[src/swi_pkg.sv]
`default_nettype none
// =============================================================
// Shared constants for sleep, wake and interrupt timing
package swi_pkg;
    // Sleep mode select encodings
    localparam logic [2:0] MODE_IDLE = 3'h0;
    localparam logic [2:0] MODE_NOISE = 3'h1;
    localparam logic [2:0] MODE_PDOWN = 3'h2;
    localparam logic [2:0] MODE_PSAVE = 3'h3;
    // Width of the phase counter
    localparam int CNT_W = 8;
    // Interrupt entry, sleep penalty, vector jump, return (cycles)
    localparam logic [7:0] ENTRY_CYC = 8'h04;
    localparam logic [7:0] SLEEP_EXTRA_CYC = 8'h04;
    localparam logic [7:0] JUMP_CYC = 8'h03;
    localparam logic [7:0] RETI_CYC = 8'h04;
    // Start-up delays after wake (plain defaults, cycles)
    localparam logic [7:0] IDLE_WAKE_CYC = 8'h01;
    localparam logic [7:0] FAST_WAKE_CYC = 8'h06;
    localparam logic [7:0] SLOW_WAKE_CYC = 8'h40;
    // Fuse bit that selects the slow start-up
    localparam int FUSE_SLOW_BIT = 3;
    // Reset value of the filtered pin levels (idle high)
    localparam logic [2:0] PIN_RESET_VAL = 3'h7;
    // Controller states, one-hot
    typedef enum logic [5:0] {
        ST_RUN = 6'h01,
        ST_SLEEP = 6'h02,
        ST_WAKE = 6'h04,
        ST_ENTRY = 6'h08,
        ST_JUMP = 6'h10,
        ST_RETURN = 6'h20
    } swi_state_t;
endpackage
`default_nettype wire

[src/swi_pin_sync.sv]
`timescale 1ns/100ps
`default_nettype none
// =============================================================
// Three-stage pin synchroniser with agreement filter
module swi_pin_sync #(
    parameter int W = 3
) (
    input wire logic clk,
    input wire logic reset_n,
    input wire logic ce,
    input wire logic [W-1:0] pinIn,
    output logic [W-1:0] pinLevel
);
    logic [W-1:0] s1_reg; // First stage, read only by s2
    logic [W-1:0] s2_reg; // Second stage
    logic [W-1:0] s3_reg; // Third stage

    // Shift chain
    always_ff @(posedge clk) begin
        if (!reset_n) begin
            s1_reg <= swi_pkg::PIN_RESET_VAL[W-1:0];
            s2_reg <= swi_pkg::PIN_RESET_VAL[W-1:0];
            s3_reg <= swi_pkg::PIN_RESET_VAL[W-1:0];
        end else if (ce) begin
            s1_reg <= pinIn;
            s2_reg <= s1_reg;
            s3_reg <= s2_reg;
        end
    end

    // Level changes only where stages two and three agree
    always_ff @(posedge clk) begin
        if (!reset_n) begin
            pinLevel <= swi_pkg::PIN_RESET_VAL[W-1:0];
        end else if (ce) begin
            pinLevel <= (s2_reg & ~(s2_reg ^ s3_reg))
                | (pinLevel & (s2_reg ^ s3_reg));
        end
    end
endmodule // swi_pin_sync
`default_nettype wire

[src/swi_cycle_timer.sv]
`timescale 1ns/100ps
`default_nettype none
// =============================================================
// Loadable down-counter that times each controller phase
module swi_cycle_timer #(
    parameter int W = 8
) (
    input wire logic clk,
    input wire logic reset_n,
    input wire logic ce,
    input wire logic load,
    input wire logic [W-1:0] loadValue,
    output logic lastCycle
);
    logic [W-1:0] count_reg; // Cycles left in the phase

    // Load on phase entry, count down to zero
    always_ff @(posedge clk) begin
        if (!reset_n) begin
            count_reg <= '0;
        end else if (ce) begin
            if (load) begin
                count_reg <= loadValue;
            end else if (count_reg != '0) begin
                count_reg <= count_reg - W'(1);
            end
        end
    end

    // High in the final cycle of the phase
    assign lastCycle = (count_reg == W'(1));
endmodule // swi_cycle_timer
`default_nettype wire

[src/swi_sleep_ctrl.sv]
`timescale 1ns/100ps
`default_nettype none
// How it works
// RULE1 - Instruction after interrupt enable runs first
// RULE2 - Interrupt entry lasts four cycles, pushing PC
// RULE3 - Vector jump occupies three cycles
// RULE4 - Multi-cycle instruction completes before entry
// RULE5 - Wake from sleep adds four entry cycles
// RULE6 - Return takes four cycles, pops, sets flag
// RULE7 - Mode 000 idle halts core, flash clocks
// RULE8 - Idle wakes on external or internal interrupts
// RULE9 - Idle or noise mode starts a conversion
// RULE10 - Mode 001 halts I/O, core, flash clocks
// RULE11 - Noise mode wakes on listed sources only
// RULE12 - Mode 010 power-down stops oscillator, clocks
// RULE13 - Power-down wakes on resets, match, level
// RULE14 - Level source holds until wake registers
// RULE15 - Power-down wake waits fuse-selected start-up
// RULE16 - Mode 011 power-save keeps async timer 2
// RULE17 - Timer 2 wakes only if masked and enabled
// RULE18 - Prefer power-down without async timer 2
// RULE19 - Comparator disable powers the comparator down
// =============================================================
// Sleep, wake and interrupt timing controller
module swi_sleep_ctrl (
    input wire logic clk,
    input wire logic reset_n,
    input wire logic ce,
    // Core handshakes
    input wire logic sleepExec,
    input wire logic seiExec,
    input wire logic retiExec,
    input wire logic instrDone,
    input wire logic irqPending,
    input wire logic globalIrqFlag,
    // Configuration bits
    input wire logic [2:0] sleep_mode_select,
    input wire logic [3:0] clock_source_fuses,
    input wire logic comparator_disable,
    input wire logic timer2_async_select,
    input wire logic [1:0] timer_irq_mask,
    input wire logic adcEnable,
    // Wake sources
    input wire logic adcDone,
    input wire logic twiMatch,
    input wire logic timer2Irq,
    input wire logic timer2Overflow,
    input wire logic timer2Compare,
    input wire logic storeReady,
    input wire logic watchdogReset,
    input wire logic brownOutReset,
    // Pins, asynchronous, active low
    input wire logic ext_irq_zero_n,
    input wire logic ext_irq_one_n,
    input wire logic extReset_n,
    // Clock gates and power
    output logic cpuClkEn,
    output logic flashClkEn,
    output logic ioClkEn,
    output logic adcClkEn,
    output logic oscEn,
    output logic asyncTimerClkEn,
    output logic comparatorPowerEn,
    // Core sequencing
    output logic coreHold,
    output logic sleeping,
    output logic pcPush,
    output logic jumpActive,
    output logic pcPop,
    output logic irqAck,
    output logic vectorFetch,
    output logic spIncBy2,
    output logic setGlobalFlag,
    output logic adcStart
);
    // =========================================================
    // Declarations
    swi_pkg::swi_state_t state_reg; // Controller state
    swi_pkg::swi_state_t state_next; // Next state
    logic [2:0] mode_reg; // Mode latched at sleep entry
    logic seiShadow_reg; // One-instruction hold after enable
    logic irqWake_reg; // Wake caused by an interrupt
    logic extraEntry_reg; // Current entry follows sleep
    logic phaseLoad; // Reload the phase counter
    logic [7:0] phaseValue; // Value to load
    logic phaseLast; // Final cycle of the phase
    logic [2:0] pinLevel; // Filtered pin levels
    logic extLevel; // Either level interrupt asserted
    logic resetWake; // Any reset source
    logic irqWake; // Interrupt wake allowed in mode
    logic irqTake; // Take an interrupt now
    logic modeValid; // Sleep encoding is implemented
    logic inSleep; // Sleeping or starting up
    logic deepMode; // Power-down or power-save

    // Decoded states
    logic stRun;
    logic stSleep;
    logic stWake;
    logic stEntry;
    logic stJump;
    logic stReturn;
    assign stRun = (state_reg == swi_pkg::ST_RUN);
    assign stSleep = (state_reg == swi_pkg::ST_SLEEP);
    assign stWake = (state_reg == swi_pkg::ST_WAKE);
    assign stEntry = (state_reg == swi_pkg::ST_ENTRY);
    assign stJump = (state_reg == swi_pkg::ST_JUMP);
    assign stReturn = (state_reg == swi_pkg::ST_RETURN);

    // =========================================================
    // Functions
    // Interrupt sources allowed to wake in a given mode
    function automatic logic wakeFor(input logic [2:0] mode,
        input logic pend, input logic lvl, input logic adc,
        input logic twi, input logic t2, input logic st,
        input logic t2Gate);
        logic w;
        w = 1'b0;
        case (mode)
            swi_pkg::MODE_IDLE: w = pend | lvl; // [RULE8]
            swi_pkg::MODE_NOISE:
                w = adc | twi | t2 | st | lvl; // [RULE11]
            swi_pkg::MODE_PDOWN: w = twi | lvl; // [RULE13]
            swi_pkg::MODE_PSAVE: w = twi | lvl | t2Gate; // [RULE16]
            default: w = 1'b0;
        endcase
        return w;
    endfunction

    // Start-up delay for the sleep mode and fuses
    function automatic logic [7:0] wakeCycles(input logic [2:0] mode,
        input logic [3:0] fuses);
        logic [7:0] c;
        c = swi_pkg::IDLE_WAKE_CYC;
        if (mode == swi_pkg::MODE_PDOWN
            || mode == swi_pkg::MODE_PSAVE) begin
            // Oscillator restart time follows the fuses [RULE15]
            c = fuses[swi_pkg::FUSE_SLOW_BIT]
                ? swi_pkg::SLOW_WAKE_CYC : swi_pkg::FAST_WAKE_CYC;
        end
        return c;
    endfunction

    // =========================================================
    // Pin synchronisers and wake decode
    // Level sources must stay low until the filter agrees [RULE14]
    swi_pin_sync #(
        .W(3)
    ) pinSync (
        .clk(clk),
        .reset_n(reset_n),
        .ce(ce),
        .pinIn({extReset_n, ext_irq_one_n, ext_irq_zero_n}),
        .pinLevel(pinLevel)
    );

    assign extLevel = !pinLevel[0] || !pinLevel[1];
    assign resetWake = !pinLevel[2] || watchdogReset || brownOutReset;
    // Timer 2 wake needs async clock, mask and global flag [RULE17]
    assign irqWake = wakeFor(mode_reg, irqPending, extLevel, adcDone,
        twiMatch, timer2Irq, storeReady,
        timer2_async_select && globalIrqFlag
        && ((timer2Overflow && timer_irq_mask[0])
        || (timer2Compare && timer_irq_mask[1])));
    assign modeValid = (sleep_mode_select[2] == 1'b0);
    // Entry only at an instruction boundary, not in the hold [RULE4]
    assign irqTake = irqPending && globalIrqFlag && instrDone
        && !seiShadow_reg && !seiExec; // [RULE1]

    // =========================================================
    // Phase counter
    swi_cycle_timer #(
        .W(swi_pkg::CNT_W)
    ) phaseTimer (
        .clk(clk),
        .reset_n(reset_n),
        .ce(ce),
        .load(phaseLoad),
        .loadValue(phaseValue),
        .lastCycle(phaseLast)
    );

    // =========================================================
    // Next state and phase loads
    always_comb begin
        state_next = state_reg;
        phaseLoad = 1'b0;
        phaseValue = swi_pkg::ENTRY_CYC;
        case (state_reg)
            swi_pkg::ST_RUN: begin
                if (retiExec) begin
                    // Return sequence [RULE6]
                    state_next = swi_pkg::ST_RETURN;
                    phaseLoad = 1'b1;
                    phaseValue = swi_pkg::RETI_CYC;
                end else if (sleepExec && modeValid) begin
                    state_next = swi_pkg::ST_SLEEP;
                end else if (irqTake) begin
                    // Plain entry [RULE2]
                    state_next = swi_pkg::ST_ENTRY;
                    phaseLoad = 1'b1;
                end
            end
            swi_pkg::ST_SLEEP: begin
                if (resetWake || irqWake) begin
                    state_next = swi_pkg::ST_WAKE;
                    phaseLoad = 1'b1;
                    phaseValue = wakeCycles(mode_reg,
                        clock_source_fuses); // [RULE15]
                end
            end
            swi_pkg::ST_WAKE: begin
                if (phaseLast) begin
                    if (irqWake_reg && globalIrqFlag && irqPending) begin
                        // Sleep adds cycles after start-up [RULE5]
                        state_next = swi_pkg::ST_ENTRY;
                        phaseLoad = 1'b1;
                        phaseValue = 8'(swi_pkg::ENTRY_CYC
                            + swi_pkg::SLEEP_EXTRA_CYC);
                    end else begin
                        state_next = swi_pkg::ST_RUN;
                    end
                end
            end
            swi_pkg::ST_ENTRY: begin
                if (phaseLast) begin
                    // Vector holds a three-cycle jump [RULE3]
                    state_next = swi_pkg::ST_JUMP;
                    phaseLoad = 1'b1;
                    phaseValue = swi_pkg::JUMP_CYC;
                end
            end
            swi_pkg::ST_JUMP: begin
                if (phaseLast) begin
                    state_next = swi_pkg::ST_RUN;
                end
            end
            swi_pkg::ST_RETURN: begin
                if (phaseLast) begin
                    state_next = swi_pkg::ST_RUN;
                end
            end
            default: state_next = swi_pkg::ST_RUN;
        endcase
    end

    // State register
    always_ff @(posedge clk) begin
        if (!reset_n) begin
            state_reg <= swi_pkg::ST_RUN;
        end else if (ce) begin
            state_reg <= state_next;
        end
    end

    // Mode latch, wake cause and sleep-entry marker
    always_ff @(posedge clk) begin
        if (!reset_n) begin
            mode_reg <= swi_pkg::MODE_IDLE;
            irqWake_reg <= 1'b0;
            extraEntry_reg <= 1'b0;
        end else if (ce) begin
            if (stRun && sleepExec && modeValid) begin
                mode_reg <= sleep_mode_select;
            end
            if (stSleep) begin
                irqWake_reg <= !resetWake;
            end
            if (phaseLoad) begin
                extraEntry_reg <= stWake;
            end
        end
    end

    // Hold after interrupt enable; set wins over clear [RULE1]
    always_ff @(posedge clk) begin
        if (!reset_n) begin
            seiShadow_reg <= 1'b0;
        end else if (ce) begin
            if (seiExec) begin
                seiShadow_reg <= 1'b1;
            end else if (instrDone || sleepExec) begin
                seiShadow_reg <= 1'b0;
            end
        end
    end

    // =========================================================
    // Registered event pulses
    always_ff @(posedge clk) begin
        if (!reset_n) begin
            irqAck <= 1'b0;
            vectorFetch <= 1'b0;
            spIncBy2 <= 1'b0;
            setGlobalFlag <= 1'b0;
            adcStart <= 1'b0;
        end else if (ce) begin
            irqAck <= phaseLoad && state_next == swi_pkg::ST_ENTRY;
            vectorFetch <= stEntry && phaseLast; // [RULE2]
            spIncBy2 <= stReturn && phaseLast; // [RULE6]
            setGlobalFlag <= stReturn && phaseLast; // [RULE6]
            // Conversion on idle or noise entry [RULE9]
            adcStart <= stRun && sleepExec && adcEnable
                && (sleep_mode_select == swi_pkg::MODE_IDLE
                || sleep_mode_select == swi_pkg::MODE_NOISE);
        end
    end

    // =========================================================
    // Clock gating per sleep mode
    assign inSleep = stSleep || stWake;
    assign deepMode = (mode_reg == swi_pkg::MODE_PDOWN)
        || (mode_reg == swi_pkg::MODE_PSAVE);
    assign cpuClkEn = !inSleep; // [RULE7]
    assign flashClkEn = !inSleep; // [RULE7]
    assign ioClkEn = !(inSleep && mode_reg != swi_pkg::MODE_IDLE); // [RULE10]
    assign adcClkEn = !(inSleep && deepMode); // [RULE10]
    assign oscEn = !(stSleep && deepMode); // [RULE12]
    // Async timer runs in power-save when selected [RULE16]
    assign asyncTimerClkEn = !(inSleep && deepMode)
        || (mode_reg == swi_pkg::MODE_PSAVE && timer2_async_select);
    assign comparatorPowerEn = !comparator_disable; // [RULE19]
    assign coreHold = !stRun;
    assign sleeping = stSleep;
    assign pcPush = stEntry; // [RULE2]
    assign jumpActive = stJump; // [RULE3]
    assign pcPop = stReturn; // [RULE6]
endmodule // swi_sleep_ctrl
`default_nettype wire

[config.mk]
export PLATFORM = sky130hd
export DESIGN_NAME = swi_sleep_ctrl
export DESIGN_NICKNAME = d
export VERILOG_FILES = /design/src/swi_pkg.sv /design/src/swi_pin_sync.sv /design/src/swi_cycle_timer.sv /design/src/swi_sleep_ctrl.sv
export SDC_FILE = /design/constraint.sdc
export NUM_CORES = 1
export LEC_CHECK = 0
export ABC_AREA = 1
export ABC_CLOCK_PERIOD_IN_PS = 4960
export BUFFER_PORTS_ARGS = -buffer_cell sky130_fd_sc_hd__buf_2
export CORE_MARGIN = 4
export CORE_UTILIZATION = 45
export CTS_CLUSTER_SIZE = 24
export DETAILED_ROUTE_END_ITERATION = 8
export GPL_TIMING_DRIVEN = 0
export PLACE_DENSITY = 0.79
export REMOVE_ABC_BUFFERS = 1
export SYNTH_ARGS = -nofsm -noshare
export SYNTH_HDL_FRONTEND = slang
export SYNTH_HIERARCHICAL = 1
export SYNTH_SLANG_ARGS = --single-unit
[constraint.sdc]
create_clock -name clk -period 4.96 [get_ports clk]
set_input_delay 0 -clock clk [delete_from_list [all_inputs] [get_ports clk]]
set_output_delay 0 -clock clk [all_outputs]
set_load 0.05 [all_outputs]
==> Word level (Yosys, flattened, before mapping) <==
Cells that the tools add are included.
{ "totals": {"out_inout_bits": 17, "register_bits": 35, "word_cells": 123, "input_bits": 32} }
{ "op_classes": {"n_mux": 29, "n_addsub": 1, "n_eq_ne": 12, "n_bitwise": 13, "n_reduce_logical": 55} }
{ "op_table": {"columns": ["op", "count"], "rows": [
  ["6-bit 2-to-1 mux", 7],
  ["6-bit one-hot mux with 5 select lines", 1],
  ["1-bit logical AND", 22],
  ["7-bit 2-to-1 mux", 3],
  ["7-bit one-hot mux with 3 select lines", 1],
  ["8-bit 2-to-1 mux", 2],
  ["6-bit by 4-bit == test with 1-bit output (second input constant)", 2],
  ["1-bit zero test", 12],
  ["4-bit 2-to-1 mux", 3],
  ["1-bit logical OR", 10],
  ["1-bit 2-to-1 mux", 9],
  ["8-bit by 1-bit == test with 1-bit output (second input constant)", 1],
  ["1-bit one-hot mux with 4 select lines", 2],
  ["2-bit AND reduction", 4],
  ["8-bit nonzero test", 1],
  ["8-bit by 1-bit subtractor with 8-bit output (second input constant)", 1],
  ["1-bit OR", 7],
  ["3-bit bitwise AND", 2],
  ["3-bit by 1-bit == test with 1-bit output (second input constant)", 2],
  ["3-bit by 2-bit == test with 1-bit output (second input constant)", 2],
  ["6-bit by 1-bit == test with 1-bit output (second input constant)", 1],
  ["6-bit by 2-bit == test with 1-bit output (second input constant)", 1],
  ["6-bit by 3-bit == test with 1-bit output (second input constant)", 1],
  ["6-bit by 5-bit == test with 1-bit output (second input constant)", 1],
  ["other kinds (10)", 12]
]} }

==> Logic depth before layout (Yosys ltp) <==
{ "logic_depth": {"word_depth": 10, "ltp_mapped": 19, "mapped_depth_nobuf": 17} }

==> Cells and area by module <==
The synthesis kept the hierarchy.
{ "modules_own_cells": {"columns": ["mod", "instances", "area_per_inst_um2", "cells_each"], "rows": [
  ["swi_sleep_ctrl", 1, 1123.6, 174],
  ["swi_cycle_timer", 1, 595.6, 97],
  ["swi_pin_sync", 1, 496.7, 64]
]} }

==> Worst setup path before layout <==
No wires, ideal clock.
{ "synth_timing": {"path_kind": "register to register", "startpoint": "reg state_reg[5]", "endpoint": "reg phaseTimer.count_reg[4]", "path_stages_with_launch": 12, "required_ns": 4.844, "synth_period_minus_slack_ns": 2.228, "slack_ns": 2.732, "setup_ns": 0.116, "arrival_time_ns": 2.112, "cell_sequence": "dfxtp_1 -> nor2_4 -> inv_2 -> nor4_4 -> nand2_2 -> nand3_1 -> buf_6 -> clkinv_1 -> o21ai_0 -> nand2_1 -> nand2_1 -> nor2_1"} }
{ "synth_via": {"elab_chain_cells": 4} }
{ "synth_lines": {"columns": ["element", "line_no", "text"], "rows": [
  ["start, declared", "swi_sleep_ctrl.sv:78", "swi_pkg::swi_state_t state_reg;"],
  ["start signal, assigned", "swi_sleep_ctrl.sv:250", "state_reg <= swi_pkg::ST_RUN;"],
  ["start signal, assigned", "swi_sleep_ctrl.sv:252", "state_reg <= state_next;"],
  ["6-bit by 4-bit == test with 1-bit output *", null, null],
  ["named net pcPush", "swi_sleep_ctrl.sv:67", "output logic pcPush,"],
  ["1-bit one-hot mux with 4 select lines *", "swi_sleep_ctrl.sv:189", "case (state_reg)"],
  ["named net phaseLoad", "swi_sleep_ctrl.sv:84", "logic phaseLoad;"],
  ["2-bit nonzero test (no line)", null, null],
  ["2-bit AND reduction (no line)", null, null],
  ["end signal, assigned", "swi_cycle_timer.sv:23", "count_reg <= loadValue;"],
  ["end signal, assigned", "swi_cycle_timer.sv:25", "count_reg <= count_reg - W'(1);"],
  ["end, declared", "swi_cycle_timer.sv:15", "logic [W-1:0] count_reg;"]
]} }
The timed path passes the listed nets; every way through them passes the cells marked *.
A chain may end at the register's enable or synchronous reset.

==> Final worst setup path <==
{ "layout_timing": {"startpoint": "reg phaseTimer.count_reg[1]", "endpoint": "reg phaseTimer.count_reg[6]"} }
{ "layout_via": {"elab_chain_cells": 5} }
{ "layout_lines": {"columns": ["element", "line_no", "text"], "rows": [
  ["8-bit by 1-bit == test with 1-bit output *", "swi_cycle_timer.sv:31", "assign lastCycle = (count_reg == W'(1));"],
  ["named net phaseLast", "swi_sleep_ctrl.sv:86", "logic phaseLast;"],
  ["1-bit 2-to-1 mux, on equally long branches", "swi_sleep_ctrl.sv:226, swi_sleep_ctrl.sv:213", null],
  ["1-bit one-hot mux with 4 select lines *", "swi_sleep_ctrl.sv:189", null],
  ["named net phaseLoad", "swi_sleep_ctrl.sv:84", null],
  ["2-bit nonzero test (no line)", null, null],
  ["2-bit AND reduction (no line)", null, null]
]} }
The timed path passes the listed nets; every way through them passes the cells marked *. The select of a mux whose other input is x is not followed.

==> impl_metrics.py <==
metrics = {
    "clock_tree": {
        "post_cts.resized_instances": 0,
        "insertion_delay_ps": 290,
        "root_buffer": "clkbuf_8",
        "cts_tree": "done",
        "cts_sinks": 35,
        "clockBufferDepth": 2,
        "clk_pin_slew_ps": 70,
        "cts_made_buffers": 5,
        "postCtsSetupRepairBufs": 0,
        "cts_max_level": 2,
    },
    "global_route": {
        "antenna_found_initial": 0,
        "grt_pass1_vias": 2019,
        "grtUsageTotal_pct": 16.75,
        "grt_max_degree": 32,
        "grt-ovfl-total": 0,
        "grt_pass1_wl_mm": 8.418,
    },
    "place": {
        "port_buffers": 45,
        "dp.cells": 438,
        "place_area_um2": 2440,
        "routabilityCongestion": 0.8735,
        "dp_hpwl_mm": 3.645,
    },
    "min_path": {
        "hold_depth": 3,
        "min-delay-start": "sleep_mode_select[1]",
        "hold_path_class": "in -> reg",
        "hold_end": "mode_reg[1]",
    },
    "route": {
        "vias": 2164,
        "wl_met2_mm": 2.319,
        "drt-total-wl_mm": 4.863,
        "drc": 0,
        "wl_met1_mm": 2.234,
        "antenna_left": 0,
        "wl_per_cell_um": 10.71,
        "vias_per_cell": 4.767,
        "first_pass_iters": 4,
        "wl_met3_um": 221,
        "top_layer_used": "met4",
        "first_iter_violations": 137,
    },
    "synth": {
        "synth_edf_count": 0,
        "ys_ff_latch": 35,
        "synth_commonest_cells": "nand2_1 (93), inv_1 (48), dfxtp_1 (35), nor2_1 (28), nand3_1 (22)",
        "synth_most_common_cell": "nand2_1",
        "synth_cell_type_count": 39,
        "synthTopCellsByArea": "dfxtp_1 (32%), nand2_1 (16%), inv_1 (8.1%)",
        "yosysTopAreaCellShare_pct": 31.62,
        "syn-cell-area_um2": 2216,
        "seq_area_frac_synth_pct": 31.62,
        "synth_cells": 335,
        "synth_top_area_cell": "dfxtp_1",
        "ys.flop_type": "dfxtp_1",
        "yosys_warnings": 6,
        "synthArstFlopShare_pct": 0,
        "synth.avg_cell_area_um2": 6.615,
    },
    "power": {
        "p_switching_mw": 0.3098,
        "p_seq_share_pct": 41.5,
        "pwr-share-clk_pct": 25.1,
        "powerDensity_nw_per_um2": 311.5,
        "p_leak_nw": 1.329,
        "ir_drop_uv": 232.9,
        "total_power_mw": 0.8127,
        "pwr-share-comb_pct": 33.4,
        "p_int_mw": 0.5029,
        "p_sw_share_pct": 38.12,
    },
    "outcome": {
        "outcome": "complete, no violations",
    },
    "critical_path": {
        "reg2reg_from": "phaseTimer/count_reg[1]",
        "rrSetupSlack_ps": 1670,
        "r2r_cells": 15,
        "endpoint_kind": "register",
        "crit_path_frequent_cell": "nand3_1",
        "critical_path_class": "reg -> reg",
        "path_max_fanout": 10,
        "worstPathRequired_ps": 5140,
        "max_stage_delay_ps": 770,
        "slowest_stage": "nor3_1",
        "arrival_ps": 3470,
        "start_kind": "register",
        "path_cells": "inv_1, ha_1, nand3_1, nor3_1, nand2_1, nor2_1, inv_1, nor2_1, a21oi_1, nand3_1, clkinv_1, o21ai_0, nand3_1, nand2_1, a21oi_1",
        "rr_endpoint": "phaseTimer/count_reg[6]",
    },
    "sta": {
        "skew_ps": 5.686,
        "relSlewSlack_pct": 32.67,
        "setup_viol": 0,
        "period_share_pct": 66.30,
        "tightest_slew_ps": 1002,
        "period_minus_slack_ps": 3288,
        "setup_tns_ps": 0,
        "drv_slew": 0,
        "finalHoldViolCount": 0,
        "rsz0062_at_grt": "false",
        "max_freq_mhz": 304.1,
    },
    "die": {
        "die_height_um": 78.17,
        "fp.dieW_um": 78.17,
        "core_region_area_um2": 4755,
        "boundaryPins": 49,
        "dieArea_um2": 6111,
        "initial_core_util_pct": 46.61,
        "rows": 25,
    },
    "finish": {
        "postLayoutCellArea_um2": 2609,
        "syn2layout_area_growth_pct": 17.73,
        "diodes": 0,
        "largest_reg_flops": 8,
        "nets": 421,
        "nFillCells": 464,
        "drive_gt1_share_pct": 22.22,
        "final_util_pct": 54.87,
        "multi_input_area_um2": 1224,
        "final_cells": 454,
        "regArea_um2": 700.7,
    },
    "run": {
        "maxCapViolCount": 0,
    },
}
[worst max-delay path, delay by kind of cell, from the launching register on]
kind            cells  cell delay, ps
compound gates      3             300
buf+inv             3             570
simple gates        8            1810
flops               1             320
fa+ha+maj           1             180
[layout make-up]
cell class	instances	area share (%)
multi-input combinational	236	46.91
sequential	35	26.86
timing repair buffer	53	11.70
clock buffer	5	2.638
clock inverter	3	0.7674
tap	67	3.213
inverter	55	7.914
[stage by stage]
stage	hold WS (ps)	setup slack (ps)
final	29.20	1672
after global routing	43.93	1312
after CTS	26.91	1686
after detailed placement	216.2	1698
after global placement	209.9	1742
after floorplan	68.67	2367
[how the worst max path moves through the flow]
stage                                        from                      end  slack (ps)  cells past startpoint
after floorplan           phaseTimer/count_reg[1]  phaseTimer/count_reg[4]        2370                     15
after global placement    phaseTimer/count_reg[1]  phaseTimer/count_reg[4]        1740                     15
after detailed placement  phaseTimer/count_reg[1]  phaseTimer/count_reg[6]        1700                     15
after CTS                 phaseTimer/count_reg[1]  phaseTimer/count_reg[6]        1690                     15
after global routing      phaseTimer/count_reg[1]  phaseTimer/count_reg[6]        1310                     15
final                     phaseTimer/count_reg[1]  phaseTimer/count_reg[6]        1670                     15
[cells in the final DEF (no fill, tap or decap), types with 2 or more instances in the layout]
| master | synthesis | final |
|---|---|---|
| nand2_1 | 93 | 93 |
| inv_1 | 48 | 48 |
| buf_2 | 1 | 45 |
| dfxtp_1 | 35 | 35 |
| nor2_1 | 28 | 28 |
| nand3_1 | 22 | 22 |
| a21oi_1 | 19 | 19 |
| o21ai_0 | 19 | 19 |
| dlygate4sd3_1 | 0 | 8 |
| inv_2 | 6 | 6 |
| nand2_2 | 6 | 6 |
| o21ai_1 | 6 | 6 |
| nor3_1 | 5 | 5 |
| clkbuf_8 | 0 | 5 |
| nor2_2 | 4 | 4 |
| nor2_4 | 3 | 3 |
| conb_1 | 1 | 3 |
| ha_1 | 3 | 3 |
| o211ai_2 | 3 | 3 |
| nand4_2 | 2 | 2 |
| nand4_4 | 2 | 2 |
| nor3b_1 | 2 | 2 |
| o211ai_1 | 2 | 2 |
| o21ai_2 | 2 | 2 |
| nand3b_1 | 2 | 2 |
| clkinvlp_4 | 0 | 2 |
[power by group through the flow]
stage | registers, mW | logic (mW) | clock network, mW
floorplan | 0.342 | 0.202 | 0
global placement | 0.342 | 0.259 | 0
detailed placement | 0.344 | 0.266 | 0
CTS | 0.337 | 0.271 | 0.211
global route | 0.341 | 0.317 | 0.221
finish | 0.338 | 0.271 | 0.204
[routing by layer]
metal,vias up,global-route usage (%)
li1,1161,-
met1,942,20.27
met2,54,28.51
met3,7,2.867
met4,0,8.392
met5,-,0
[timing repair]
item	4_1_cts	5_1_grt
endpoints found under the hold margin	6	0
hold buffers	8	0
setup endpoints to repair	0	0
[cell families after synthesis]
group,synth area share [%]
other,0.1692
buffers and inverters,13.49
AOI/OAI and AO/OA,14.40
DFF,31.62
adders and majority gates,1.694
and+or+nand+nor,38.62
(Power assumes the default switching activity.)
